### src/hdl/tbcd_regs.vh
// Register map, command word fields and timing-free constants of the transmit command decoder.
`ifndef TBCD_REGS_VH
`define TBCD_REGS_VH

// Register byte offsets on the AXI4-Lite slave.
`define TBCD_ADDR_W          8
`define TBCD_OFF_DATA        8'h00
`define TBCD_OFF_STATUS      8'h04
`define TBCD_OFF_CTRL        8'h08
`define TBCD_OFF_CMDA        8'h0c
`define TBCD_OFF_SUM         8'h10

// Status register bits.
`define TBCD_ST_DONE         0
`define TBCD_ST_ERR          1
`define TBCD_ST_STATE_LO     2
`define TBCD_ST_STATE_HI     3
`define TBCD_ST_INPKT        4

// Control register bits and reset value.
`define TBCD_CTRL_EN         0
`define TBCD_CTRL_RESET      2'h1

// First command word fields.
`define TBCD_A_IOC           31
`define TBCD_A_RSV_HI_MSB    30
`define TBCD_A_RSV_HI_LSB    26
`define TBCD_A_ALIGN_MSB     25
`define TBCD_A_ALIGN_LSB     24
`define TBCD_A_OFF_MSB       20
`define TBCD_A_OFF_LSB       16
`define TBCD_A_FS            13
`define TBCD_A_LS            12
`define TBCD_A_SIZE_MSB      10
`define TBCD_A_SIZE_LSB      0

// Second command word packet length field.
`define TBCD_B_LEN_MSB       10
`define TBCD_B_LEN_LSB       0

// End alignment codes and their rounding masks in bytes.
`define TBCD_AL_4            2'h0
`define TBCD_AL_16           2'h1
`define TBCD_AL_32           2'h2
`define TBCD_AL_RSV          2'h3
`define TBCD_MASK_4          13'h0003
`define TBCD_MASK_16         13'h000f
`define TBCD_MASK_32         13'h001f

// AXI response codes.
`define TBCD_RESP_OKAY       2'h0
`define TBCD_RESP_SLVERR     2'h2

`endif

### src/hdl/tbcd_decoder.v
// Transmit command decoder with AXI4-Lite register access and payload word output.
// Summary of operation
// - Completion-interrupt bit set: raise done flag once whole buffer is loaded.
// - End alignment 00=4, 01=16, 10=32 bytes, 11 reserved; padding words discarded.
// - Data start offset marks first valid byte; earlier bytes are ignored.
// - Bit 13 set marks the buffer as opening segment of a packet.
// - Bit 12 set marks the buffer as closing segment of the packet.
// - Eleven-bit buffer size with alignment gives count of trailing padding words.
// - Buffer size checked when command is read; zero size is a transmit error.
// - Running size sum is compared with packet length; disagreement sets error.
// - Offset low bits pick first byte lane; upper bits skip up to seven words.
//
// The register offsets and the AXI4-Lite slave port were chosen for this implementation.
`timescale 1ns/1ps
`default_nettype none
`include "tbcd_regs.vh"

module tbcd_decoder (
  input  wire                    aclk,
  input  wire                    aresetn,
  input  wire [`TBCD_ADDR_W-1:0] s_axi_awaddr,
  input  wire                    s_axi_awvalid,
  output wire                    s_axi_awready,
  input  wire [31:0]             s_axi_wdata,
  input  wire [3:0]              s_axi_wstrb,
  input  wire                    s_axi_wvalid,
  output wire                    s_axi_wready,
  output reg  [1:0]              s_axi_bresp,
  output reg                     s_axi_bvalid,
  input  wire                    s_axi_bready,
  input  wire [`TBCD_ADDR_W-1:0] s_axi_araddr,
  input  wire                    s_axi_arvalid,
  output wire                    s_axi_arready,
  output reg  [31:0]             s_axi_rdata,
  output reg  [1:0]              s_axi_rresp,
  output reg                     s_axi_rvalid,
  input  wire                    s_axi_rready,
  output reg                     out_valid,
  output reg  [31:0]             out_data,
  output reg  [3:0]              out_be,
  output reg                     out_sop,
  output reg                     out_eop,
  output wire                    tx_done_flag,
  output wire                    tx_error_flag
);

  // Decoder states.
  localparam [1:0] S_CMDA = 2'h0;
  localparam [1:0] S_CMDB = 2'h1;
  localparam [1:0] S_DATA = 2'h2;

  // Rounds a byte span up to the selected end alignment.
  function [12:0] align_up;
    input [12:0] span;
    input [1:0]  al;
    reg   [12:0] m;
    begin
      m = `TBCD_MASK_4;
      if (al == `TBCD_AL_16) begin
        m = `TBCD_MASK_16;
      end else if (al == `TBCD_AL_32) begin
        m = `TBCD_MASK_32;
      end
      align_up = (span + m) & ~m;
    end
  endfunction

  reg  [1:0]  state_reg;
  reg  [31:0] cmda_reg;
  reg  [10:0] word_idx_reg;
  reg  [10:0] words_total_reg;
  reg  [11:0] sum_reg;
  reg  [10:0] pkt_len_reg;
  reg         in_pkt_reg;
  reg         first_out_reg;
  reg  [1:0]  status_reg;
  reg  [1:0]  status_next;
  reg         ctrl_en_reg;

  wire        wr_fire;
  wire        rd_fire;
  wire        data_wr;
  wire [10:0] a_size;
  wire [4:0]  a_off;
  wire [1:0]  a_align;
  wire [12:0] a_span;
  wire [12:0] a_aligned;
  wire [10:0] a_words;
  wire [3:0]  lane_en;
  wire        last_word;
  wire [11:0] sum_first;
  wire [11:0] sum_more;

  // Write address and data are taken together, one write at a time.
  assign s_axi_awready = s_axi_awvalid & s_axi_wvalid & ~s_axi_bvalid;
  assign s_axi_wready  = s_axi_awready;
  assign wr_fire       = s_axi_awready;
  assign s_axi_arready = ~s_axi_rvalid;
  assign rd_fire       = s_axi_arvalid & s_axi_arready;

  // Command words and payload arrive through the data port only while enabled.
  assign data_wr = wr_fire && (s_axi_awaddr == `TBCD_OFF_DATA) && ctrl_en_reg;

  // Fields decoded from the incoming word when it is the first command.
  assign a_size  = s_axi_wdata[`TBCD_A_SIZE_MSB:`TBCD_A_SIZE_LSB];
  assign a_off   = s_axi_wdata[`TBCD_A_OFF_MSB:`TBCD_A_OFF_LSB];
  assign a_align = s_axi_wdata[`TBCD_A_ALIGN_MSB:`TBCD_A_ALIGN_LSB];
  assign a_span  = {8'h00, a_off} + {2'h0, a_size};
  // Words the host supplies, skipped words plus payload plus padding; trailing padding is consumed silently.
  assign a_aligned = align_up(a_span, a_align);
  assign a_words   = a_aligned[12:2];

  // Lane mask of the current payload word from the latched command.
  tbcd_lane_mask u_tbcd_lane_mask (
    .word_idx  (word_idx_reg),
    .start_off (cmda_reg[`TBCD_A_OFF_MSB:`TBCD_A_OFF_LSB]),
    .buf_size  (cmda_reg[`TBCD_A_SIZE_MSB:`TBCD_A_SIZE_LSB]),
    .lane_en   (lane_en)
  );

  assign last_word = (word_idx_reg + 11'h001) == words_total_reg;
  assign sum_first = {1'b0, cmda_reg[`TBCD_A_SIZE_MSB:`TBCD_A_SIZE_LSB]};
  assign sum_more  = sum_reg + sum_first;

  // Decoder state machine and buffer bookkeeping.
  always @(posedge aclk) begin
    if (!aresetn || !ctrl_en_reg) begin
      state_reg       <= S_CMDA;
      cmda_reg        <= 32'h00000000;
      word_idx_reg    <= 11'h000;
      words_total_reg <= 11'h000;
      sum_reg         <= 12'h000;
      pkt_len_reg     <= 11'h000;
      in_pkt_reg      <= 1'b0;
      first_out_reg   <= 1'b0;
    end else if (data_wr) begin
      case (state_reg)
        S_CMDA: begin
          cmda_reg        <= s_axi_wdata;
          words_total_reg <= a_words;
          word_idx_reg    <= 11'h000;
          state_reg       <= S_CMDB;
        end
        S_CMDB: begin
          if (cmda_reg[`TBCD_A_FS]) begin
            sum_reg       <= sum_first;
            pkt_len_reg   <= s_axi_wdata[`TBCD_B_LEN_MSB:`TBCD_B_LEN_LSB];
            in_pkt_reg    <= 1'b1;
            first_out_reg <= 1'b1;
          end else begin
            sum_reg       <= sum_more;
          end
          if (words_total_reg == 11'h000) begin
            state_reg <= S_CMDA;
            if (cmda_reg[`TBCD_A_LS]) begin
              in_pkt_reg <= 1'b0;
            end
          end else begin
            state_reg <= S_DATA;
          end
        end
        S_DATA: begin
          word_idx_reg <= word_idx_reg + 11'h001;
          if (lane_en != 4'h0) begin
            first_out_reg <= 1'b0;
          end
          if (last_word) begin
            state_reg <= S_CMDA;
            if (cmda_reg[`TBCD_A_LS]) begin
              in_pkt_reg <= 1'b0;
            end
          end
        end
        default: begin
          state_reg <= S_CMDA;
        end
      endcase
    end
  end

  // Payload output: only words holding valid bytes leave, padding and skipped words do not.
  always @(posedge aclk) begin
    if (!aresetn) begin
      out_valid <= 1'b0;
      out_data  <= 32'h00000000;
      out_be    <= 4'h0;
      out_sop   <= 1'b0;
      out_eop   <= 1'b0;
    end else begin
      out_valid <= data_wr && (state_reg == S_DATA) && (lane_en != 4'h0);
      if (data_wr && (state_reg == S_DATA)) begin
        out_data <= s_axi_wdata;
        out_be   <= lane_en;
        out_sop  <= first_out_reg && (lane_en != 4'h0);
        out_eop  <= cmda_reg[`TBCD_A_LS] && (lane_en != 4'h0) &&
                    ((lane_en[3] == 1'b0) || last_word ||
                     ({word_idx_reg, 2'h3} + 13'h0001 ==
                      {8'h00, cmda_reg[`TBCD_A_OFF_MSB:`TBCD_A_OFF_LSB]} +
                      {2'h0, cmda_reg[`TBCD_A_SIZE_MSB:`TBCD_A_SIZE_LSB]}));
      end
    end
  end

  // Events that set the sticky flags; hardware set wins over a same-cycle clear.
  reg set_done;
  reg set_err;
  always @* begin
    set_done = 1'b0;
    set_err  = 1'b0;
    if (data_wr && (state_reg == S_CMDA)) begin
      // A zero size or the reserved alignment cannot describe a real buffer.
      if ((a_size == 11'h000) || (a_align == `TBCD_AL_RSV)) begin
        set_err = 1'b1;
      end
    end
    if (data_wr && (state_reg == S_CMDB)) begin
      if (!cmda_reg[`TBCD_A_FS]) begin
        // Continuation needs an open packet and the same packet length as before.
        if (!in_pkt_reg ||
            (s_axi_wdata[`TBCD_B_LEN_MSB:`TBCD_B_LEN_LSB] != pkt_len_reg)) begin
          set_err = 1'b1;
        end
      end else if (in_pkt_reg) begin
        set_err = 1'b1;
      end
    end
    if (data_wr && (((state_reg == S_DATA) && last_word) ||
                    ((state_reg == S_CMDB) && (words_total_reg == 11'h000)))) begin
      set_done = cmda_reg[`TBCD_A_IOC];
      if (cmda_reg[`TBCD_A_LS]) begin
        // Length comparison happens when the closing buffer is complete.
        if (state_reg == S_CMDB) begin
          if ((cmda_reg[`TBCD_A_FS] ? sum_first : sum_more) != {1'b0, pkt_len_reg}) begin
            set_err = 1'b1;
          end
        end else if (sum_reg != {1'b0, pkt_len_reg}) begin
          set_err = 1'b1;
        end
      end
    end
  end

  // Status flags are write-one-to-clear.
  always @* begin
    status_next = status_reg;
    if (wr_fire && (s_axi_awaddr == `TBCD_OFF_STATUS) && s_axi_wstrb[0]) begin
      status_next = status_reg & ~s_axi_wdata[`TBCD_ST_ERR:`TBCD_ST_DONE];
    end
    if (set_done) begin
      status_next[`TBCD_ST_DONE] = 1'b1;
    end
    if (set_err) begin
      status_next[`TBCD_ST_ERR] = 1'b1;
    end
  end

  // Status and control registers.
  always @(posedge aclk) begin
    if (!aresetn) begin
      status_reg  <= 2'h0;
      ctrl_en_reg <= 1'b1;
    end else begin
      status_reg <= status_next;
      if (wr_fire && (s_axi_awaddr == `TBCD_OFF_CTRL) && s_axi_wstrb[0]) begin
        ctrl_en_reg <= s_axi_wdata[`TBCD_CTRL_EN];
      end
    end
  end

  assign tx_done_flag  = status_reg[`TBCD_ST_DONE];
  assign tx_error_flag = status_reg[`TBCD_ST_ERR];

  // Write response; unmapped addresses answer with a slave error.
  always @(posedge aclk) begin
    if (!aresetn) begin
      s_axi_bvalid <= 1'b0;
      s_axi_bresp  <= `TBCD_RESP_OKAY;
    end else if (wr_fire) begin
      s_axi_bvalid <= 1'b1;
      if ((s_axi_awaddr == `TBCD_OFF_DATA) || (s_axi_awaddr == `TBCD_OFF_STATUS) ||
          (s_axi_awaddr == `TBCD_OFF_CTRL)) begin
        s_axi_bresp <= `TBCD_RESP_OKAY;
      end else begin
        s_axi_bresp <= `TBCD_RESP_SLVERR;
      end
    end else if (s_axi_bready) begin
      s_axi_bvalid <= 1'b0;
    end
  end

  // Read data; the data port is write-only and reads as zero.
  always @(posedge aclk) begin
    if (!aresetn) begin
      s_axi_rvalid <= 1'b0;
      s_axi_rdata  <= 32'h00000000;
      s_axi_rresp  <= `TBCD_RESP_OKAY;
    end else if (rd_fire) begin
      s_axi_rvalid <= 1'b1;
      s_axi_rresp  <= `TBCD_RESP_OKAY;
      s_axi_rdata  <= 32'h00000000;
      if (s_axi_araddr == `TBCD_OFF_DATA) begin
        s_axi_rdata <= 32'h00000000;
      end else if (s_axi_araddr == `TBCD_OFF_STATUS) begin
        s_axi_rdata <= {27'h0000000, in_pkt_reg, state_reg, status_reg};
      end else if (s_axi_araddr == `TBCD_OFF_CTRL) begin
        s_axi_rdata <= {31'h00000000, ctrl_en_reg};
      end else if (s_axi_araddr == `TBCD_OFF_CMDA) begin
        s_axi_rdata <= cmda_reg;
      end else if (s_axi_araddr == `TBCD_OFF_SUM) begin
        s_axi_rdata <= {20'h00000, sum_reg};
      end else begin
        s_axi_rresp <= `TBCD_RESP_SLVERR;
      end
    end else if (s_axi_rready) begin
      s_axi_rvalid <= 1'b0;
    end
  end

endmodule

`default_nettype wire

### src/hdl/tbcd_lane_mask.v
// Byte lane mask of one payload word from data start offset and buffer size.
`timescale 1ns/1ps
`default_nettype none

module tbcd_lane_mask (
  input  wire [10:0] word_idx,
  input  wire [4:0]  start_off,
  input  wire [10:0] buf_size,
  output wire [3:0]  lane_en
);

  // Last valid byte position plus one, widened so the sum cannot wrap.
  wire [12:0] end_pos;
  assign end_pos = {8'h00, start_off} + {2'h0, buf_size};

  // A lane carries payload when its byte position lies in [offset, offset+size).
  genvar i;
  generate
    for (i = 0; i < 4; i = i + 1) begin : g_lane
      // An integer constant carries the lane number, since a loop index cannot be bit-selected.
      localparam integer LANE = i;
      wire [12:0] pos;
      assign pos        = {word_idx, LANE[1:0]};
      assign lane_en[i] = (pos >= {8'h00, start_off}) && (pos < end_pos);
    end
  endgenerate

endmodule

`default_nettype wire

### config.mk
export PLATFORM = sky130hd
export DESIGN_NAME = tbcd_decoder
export DESIGN_NICKNAME = d
export VERILOG_FILES = /design/src/hdl/tbcd_decoder.v /design/src/hdl/tbcd_lane_mask.v
export VERILOG_INCLUDE_DIRS = /design/src /design/src/hdl
export SDC_FILE = /design/constraint.sdc
export NUM_CORES = 1
export LEC_CHECK = 0
export BUFFER_PORTS_ARGS = -buffer_cell sky130_fd_sc_hd__buf_2
export CAP_MARGIN = 15
export CORE_MARGIN = 8
export CORE_UTILIZATION = 25
export CTS_BUF_LIST = sky130_fd_sc_hd__clkbuf_8
export CTS_CLUSTER_DIAMETER = 100
export DETAILED_ROUTE_END_ITERATION = 10
export PLACE_DENSITY_LB_ADDON = 0.12
export SYNTH_ARGS = -nofsm -noshare
export SYNTH_HDL_FRONTEND = slang
export SYNTH_HIERARCHICAL = 1
export SYNTH_SLANG_ARGS = --single-unit
### constraint.sdc
create_clock -name aclk -period 3.5 [get_ports aclk]
set_clock_uncertainty 0.15 [all_clocks]
set_input_delay 0 -clock aclk [delete_from_list [all_inputs] [get_ports aclk]]
set_output_delay 0 -clock aclk [all_outputs]
set_load 0.05 [all_outputs]
# == Word-level counts from Yosys, hierarchy flattened ==
# Index checks and enable logic that the tools add are counted.
# W data, S select, Z words.
# word_totals
input_bits,59
mem_bits_rw,0
memories,0
mem_bits_ro,0
word_cells,161
out_inout_bits,82
regBits,161
latch_bits,0
# classes
magnitude_cmp,8
n_reduce_logical,50
shift,0
n_eq_ne,20
div,0
muxes,46
bitwise_logic,10
mul,0
add_sub_neg,6
# op_table
operator,count
$mux W32,4
$ge A13 B5 Y1,4
$lt A13 B12 Y1,4
$mux W1,25
$add A5 B11 Y12,2
$eq A8 B4 Y1 const B,3
$mux W12,2
$ne A12 B11 Y1,2
$logic_not A11 Y1,2
$pmux W11 S2,1
$logic_and A1 B1 Y1,20
$mux W2,9
$eq A8 B3 Y1 const B,2
$logic_not A8 Y1,2
$add A12 B13 Y13,1
$add A13 B1 Y13 const B,1
$and A13 B13 Y13,1
$eq A13 B12 Y1,1
$not A13 Y13,1
$add A12 B11 Y12,1
$reduce_bool A2 Y1,6
$add A11 B1 Y11 const B,1
$eq A11 B11 Y1,1
$ne A11 B11 Y1,1
18 further kinds,43

# == Logic depth before layout (Yosys ltp) ==
# depth
depth_word,14
mapped_depth,16
depth_no_buf,16

# == By module ==
# The synthesis kept the hierarchy.
# by_module_without_submodules
mod,cells_each,seq_area_each_um2,area_per_inst_um2,instances
tbcd_decoder,1111,3163.0,8660.8,1
tbcd_lane_mask,99,0.0,770.7,1

# == Least setup slack after synthesis ==
# No wires, ideal clock.
# synth_path
path_kind,register to register
from,register cmda_reg[16]
to,register out_eop
n_path_buf,0
path_stages_with_launch,17
slack_ns,-0.318
setup_ns,0.121
t_arrival_ns,3.547
synth_period_minus_slack_ns,3.818
required_ns,3.229
cell_sequence,dfxtp_1 ha_1 fa_1 a21oi_1 o211ai_1 nand3_1 xor2_1 ha_1 and4b_4 nand4_1 a21oi_1 a211oi_1 or4_1 and3_1 nor4bb_1 o211ai_1 o31ai_1
# synth_between
word_cells_on_any_way,20
cone_classes,1 x add/sub; 8 x order compare; 1 x eq/ne; 1 x bitwise; 9 x reduce/logical
# synth_lines
item,line,source
"start, declared",tbcd_decoder.v:69,reg [31:0] cmda_reg;
"start signal, assigned",tbcd_decoder.v:139,cmda_reg <= s_axi_wdata;
$add A5 B11 Y12,tbcd_lane_mask.v:14,"assign end_pos = {8'h00, start_off} + {2'h0, buf_size};"
$lt A13 B12 Y1,tbcd_lane_mask.v:24,"assign lane_en[i] = (pos >= {8'h00, start_off}) && (pos < end_pos);"
$logic_and A1 B1 Y1 *,tbcd_lane_mask.v:24,
via lane_en[0],tbcd_decoder.v:89,wire [3:0] lane_en;
$reduce_bool A4 Y1 *,tbcd_decoder.v:195,out_eop <= cmda_reg[`TBCD_A_LS] && (lane_en != 4'h0) &&
$logic_and A1 B1 Y1 * (2 in a row),tbcd_decoder.v:195,
"end signal, assigned",tbcd_decoder.v:195,
"end, declared",tbcd_decoder.v:42,"output reg out_eop,"
# Mark *: on every way through the listed nets, which the timed path passes. The rest lies on a longest branch.
# A chain may end at the register's enable or synchronous reset.

# == Worst setup path after layout ==
# layout_path
from,register cmda_reg[0]
to,register out_eop
# layout_between
word_cells_on_any_way,16
cone_classes,1 x add/sub; 4 x order compare; 1 x eq/ne; 1 x bitwise; 9 x reduce/logical
# layout_lines
item,line
$add A5 B11 Y12,tbcd_lane_mask.v:14
$lt A13 B12 Y1,tbcd_lane_mask.v:24
$logic_and A1 B1 Y1,tbcd_lane_mask.v:24
via lane_en[0],tbcd_decoder.v:89
$reduce_bool A4 Y1,tbcd_decoder.v:195
$logic_and A1 B1 Y1 (2 in a row),tbcd_decoder.v:195
# The timed path passes the listed nets, and every way through them passes these cells.

==> impl_results.md <==
- Status: finished with violations
- Violated checks: setup timing
- Critical Path Max Stage Delay: 0.56 ns
- Largest cells by area after synthesis: dfxtp_1, nand2_1, a21oi_1
- Synth Area per Inst: 7.79 um2
- Layout Utilization: 0.321
- Ys Warns: 6
- Final Hold Slack: 0.0382 ns
- Max FO, Critical Path: 3
- Sequential power share: 0.507
- Vias in the first global route: 9487
- DIE AREA: 44200 um2
- Insertion delay to the later sink of the worst-skew pair: 0.47 ns
- Largest net degree at the start of global routing: 59
- Psw: 0.00103 W
- Worst EP required: 3.71 ns
- Cells after synthesis: 1210
- H-tree depth: 4
- Synth area leader: dfxtp_1
- EDFF count, synth: 0
- Routed WL per cell: 19.0 um
- Int Pwr: 0.00253 W
- Rows: 71
- CP max stage cell: or4_4
- Final worst-path setup slack: -0.339 ns
- Leak: 4.73 nW
- Max Freq: 260 MHz
- Initial drt markers: 443
- Final instance area: 12000 um2
- Hold WC Path Type: input port to flop
- Worst setup SP type: flop
- Post-synth top area share: 0.335
- Clock root cell: clkbuf_8
- Nets: 1526
- Antenna violations before repair: 1
- Dpl cell area: 11000 um2
- Unrepaired setup endpoints after global routing: yes
- Critical path class: flop to flop
- TritonCTS buffer count: 17
- Detailed placer's ending HPWL: 27300 um
- Vias: 9323
- Relative slew slack: 0.280
- Setup Slack @ Placement: -0.421 ns
- Crit. End Element: flop
- Gr usage total: 0.165
- GRT Residual Overflow: 0
- Yosys reg bits: 158
- CTS tree: built
- Gate power share: 0.096
- Final Critical Period: 3.84 ns
- First-pass GRT wire length: 57100 um
- Area growth syn-to-layout: 27.4%
- DRC violations left: 0
- Setup-failing EPs final: 4
- Clk pin slew, worst setup/hold paths: 0.10 ns
- Power consumption: 0.00356 W
- Most common flop cell mapped by yosys: dfxtp_1
- Clock power frac: 0.397
- CTS Buffer Depth: 2
- Num Clock Sinks: 158
- IO Port Bufs: 135
- I/O Pins: 141
- Final worst-path cycle share: 1.10
- Sw frac: 0.290
- Critical-path cell list: ha_4 -> fa_2 -> a21oi_2 -> o211ai_1 -> nand3_1 -> xor2_1 -> ha_1 -> and4b_4 -> nand4_1 -> a21oi_2 -> a211oi_2 -> or4_4 -> and3_4 -> nor4bb_1 -> o211ai_1 -> o31ai_1
- Die Y: 210 um
- Initial Util: 0.252
- Core area: 37400 um2
- Seq/Total Area, Yosys: 0.335
- Initial DRT Pass Iterations: 5
- Post-synth cell types: 90
- Bufs and invs on worst path: 0
- Peak supply drop: 0.000217 V
- Synth Cell Area: 9430 um2
- Via-per-instance ratio: 4.81
- Worst Max-Slew Pin Slew: 1.08 ns
- Share of flip-flops with an asynchronous set or reset: 0
- Top delay family on crit path: simple AND/OR/NAND/NOR gates
- Final ANT Viol Nets: 0
- Worst EP arrival: 4.05 ns
- Max-cap viol count: 0
- P per Cell Area: 296 nW/um2
- Final hold vios: 0
- Final Slew Violations: 0
- RePlAce Congestion: 0.829
- Routed WL: 36900 um
- Die width: 210 um
- Share of cells above drive strength 1: 0.211
==> synth_stat cells (4+ instances only) <==
master	instances
and2_1	5
clkbuf_1	56
or3_1	5
mux2i_1	13
a31oi_1	9
a21oi_1	146
o31ai_1	5
o2111ai_1	5
and3_1	6
nor2b_1	12
nor3_1	22
a211oi_1	18
buf_4	5
a222oi_1	4
buf_1	4
nand3b_1	6
ha_1	47
xor2_1	13
fa_1	7
nand2_1	222
or4_1	6
nand2b_1	7
buf_6	4
a21o_1	12
inv_1	47
nor4_1	8
xnor2_1	50
o21ai_0	37
dfxtp_1	158
nand4_1	12
nor2_1	109
a22oi_1	29
o211ai_1	8
nand3_1	32
==> worst min-delay path, delay by kind of cell <==
kind / cells / cell delay, ns
AO/OA/AOI/OAI: 2 / 0.27
buffers and inverters: 1 / 0.09
AND/OR/NAND/NOR: 3 / 0.26
==> power groups by stage <==
stage	sequential, W	clock (W)	combinational (W)
final	0.00180	0.00141	0.000343
after global placement	0.00185	0	0.000298
after global routing	0.00180	0.00152	0.000378
after CTS	0.00180	0.00146	0.000342
after detailed placement	0.00185	0	0.000300
after floorplan	0.00186	0	0.000162
==> placed cells by master, fill, tap and decap left out, types with 29 or more instances in the layout <==
master / instances
nand3_1: 31
dfxtp_1: 154
ha_1: 44
nor2_1: 108
xnor2_1: 50
nand2_1: 219
dlygate4sd3_1: 48
buf_2: 135
inv_1: 47
a21oi_1: 138
buf_4: 73
o21ai_0: 37
a22oi_1: 29
==> what timing repair did <==
item / CTS / global route
gates resized for setup: 8 / 10
endpoints found under the setup margin: 4 / 9
cloned: 0 / 0
buffers inserted: 8 / 3
hold buffers: 48 / 0
hold endpoints to repair: 105 / 0
pin swaps: 4 / 4
==> logic make-up (layout without fill, tap and decap cells) <==
group,count (synthesis),after routing,synth area share
mux,16,16,0.0174
xor+xnor,67,67,0.0682
simple gates,484,484,0.243
compound gates,305,305,0.201
buf+inv,125,339,0.0574
flops,158,158,0.335
fa+ha+maj,54,54,0.0772
other cells,1,3,0.000398
==> final timing paths <==
| check | from | endpoint | slack (ns) | depth (start not counted) |
|---|---|---|---|---|
| setup / recovery | cmda_reg[0] | out_eop | -0.34 | 16 |
| hold / removal | s_axi_arvalid | s_axi_rdata[3] | 0.04 | 6 |
| setup reg to reg | cmda_reg[0] | out_eop | -0.34 | 16 |
| hold reg to reg | out_data[2] | out_data[2] | 0.30 | 2 |
==> metrics by stage <==
| step | instances | TNS, ns |
|---|---|---|
| 6_report | 1937 | -0.823 |
| 5_1_grt | 1936 | -1.81 |
| 4_1_cts | 1936 | -0.913 |
| 3_5_place_dp | 1849 | -0.804 |
| 3_3_place_gp | 1849 | -0.576 |
| 2_1_floorplan | 1211 | -0.0886 |
==> metal layers <==
layer | part of all wire | wire, um | track usage | up-vias
met3 | 0.036 | 1320 | 0.0296 | 28
li1 | - | - | - | 4630
met4 | 0.013 | 491 | 0.0374 | 2
met2 | 0.46 | 17100 | 0.269 | 173
met1 | 0.49 | 17900 | 0.223 | 4490
met5 | 0.00022 | 8 | 0 | -
==> area by class of cell <==
| cell class | instances | area [um2] |
|---|---|---|
| inverter | 48 | 180 |
| multi-input combinational | 928 | 5880 |
| sequential | 158 | 3170 |
| timing repair buffer | 260 | 1770 |
| clock inverter | 13 | 129 |
| clock buffer | 18 | 248 |
| tap | 511 | 639 |
| antenna | 1 | 2.50 |
| fill | 4019 | 25400 |
Power figures use the tool's default switching activity.
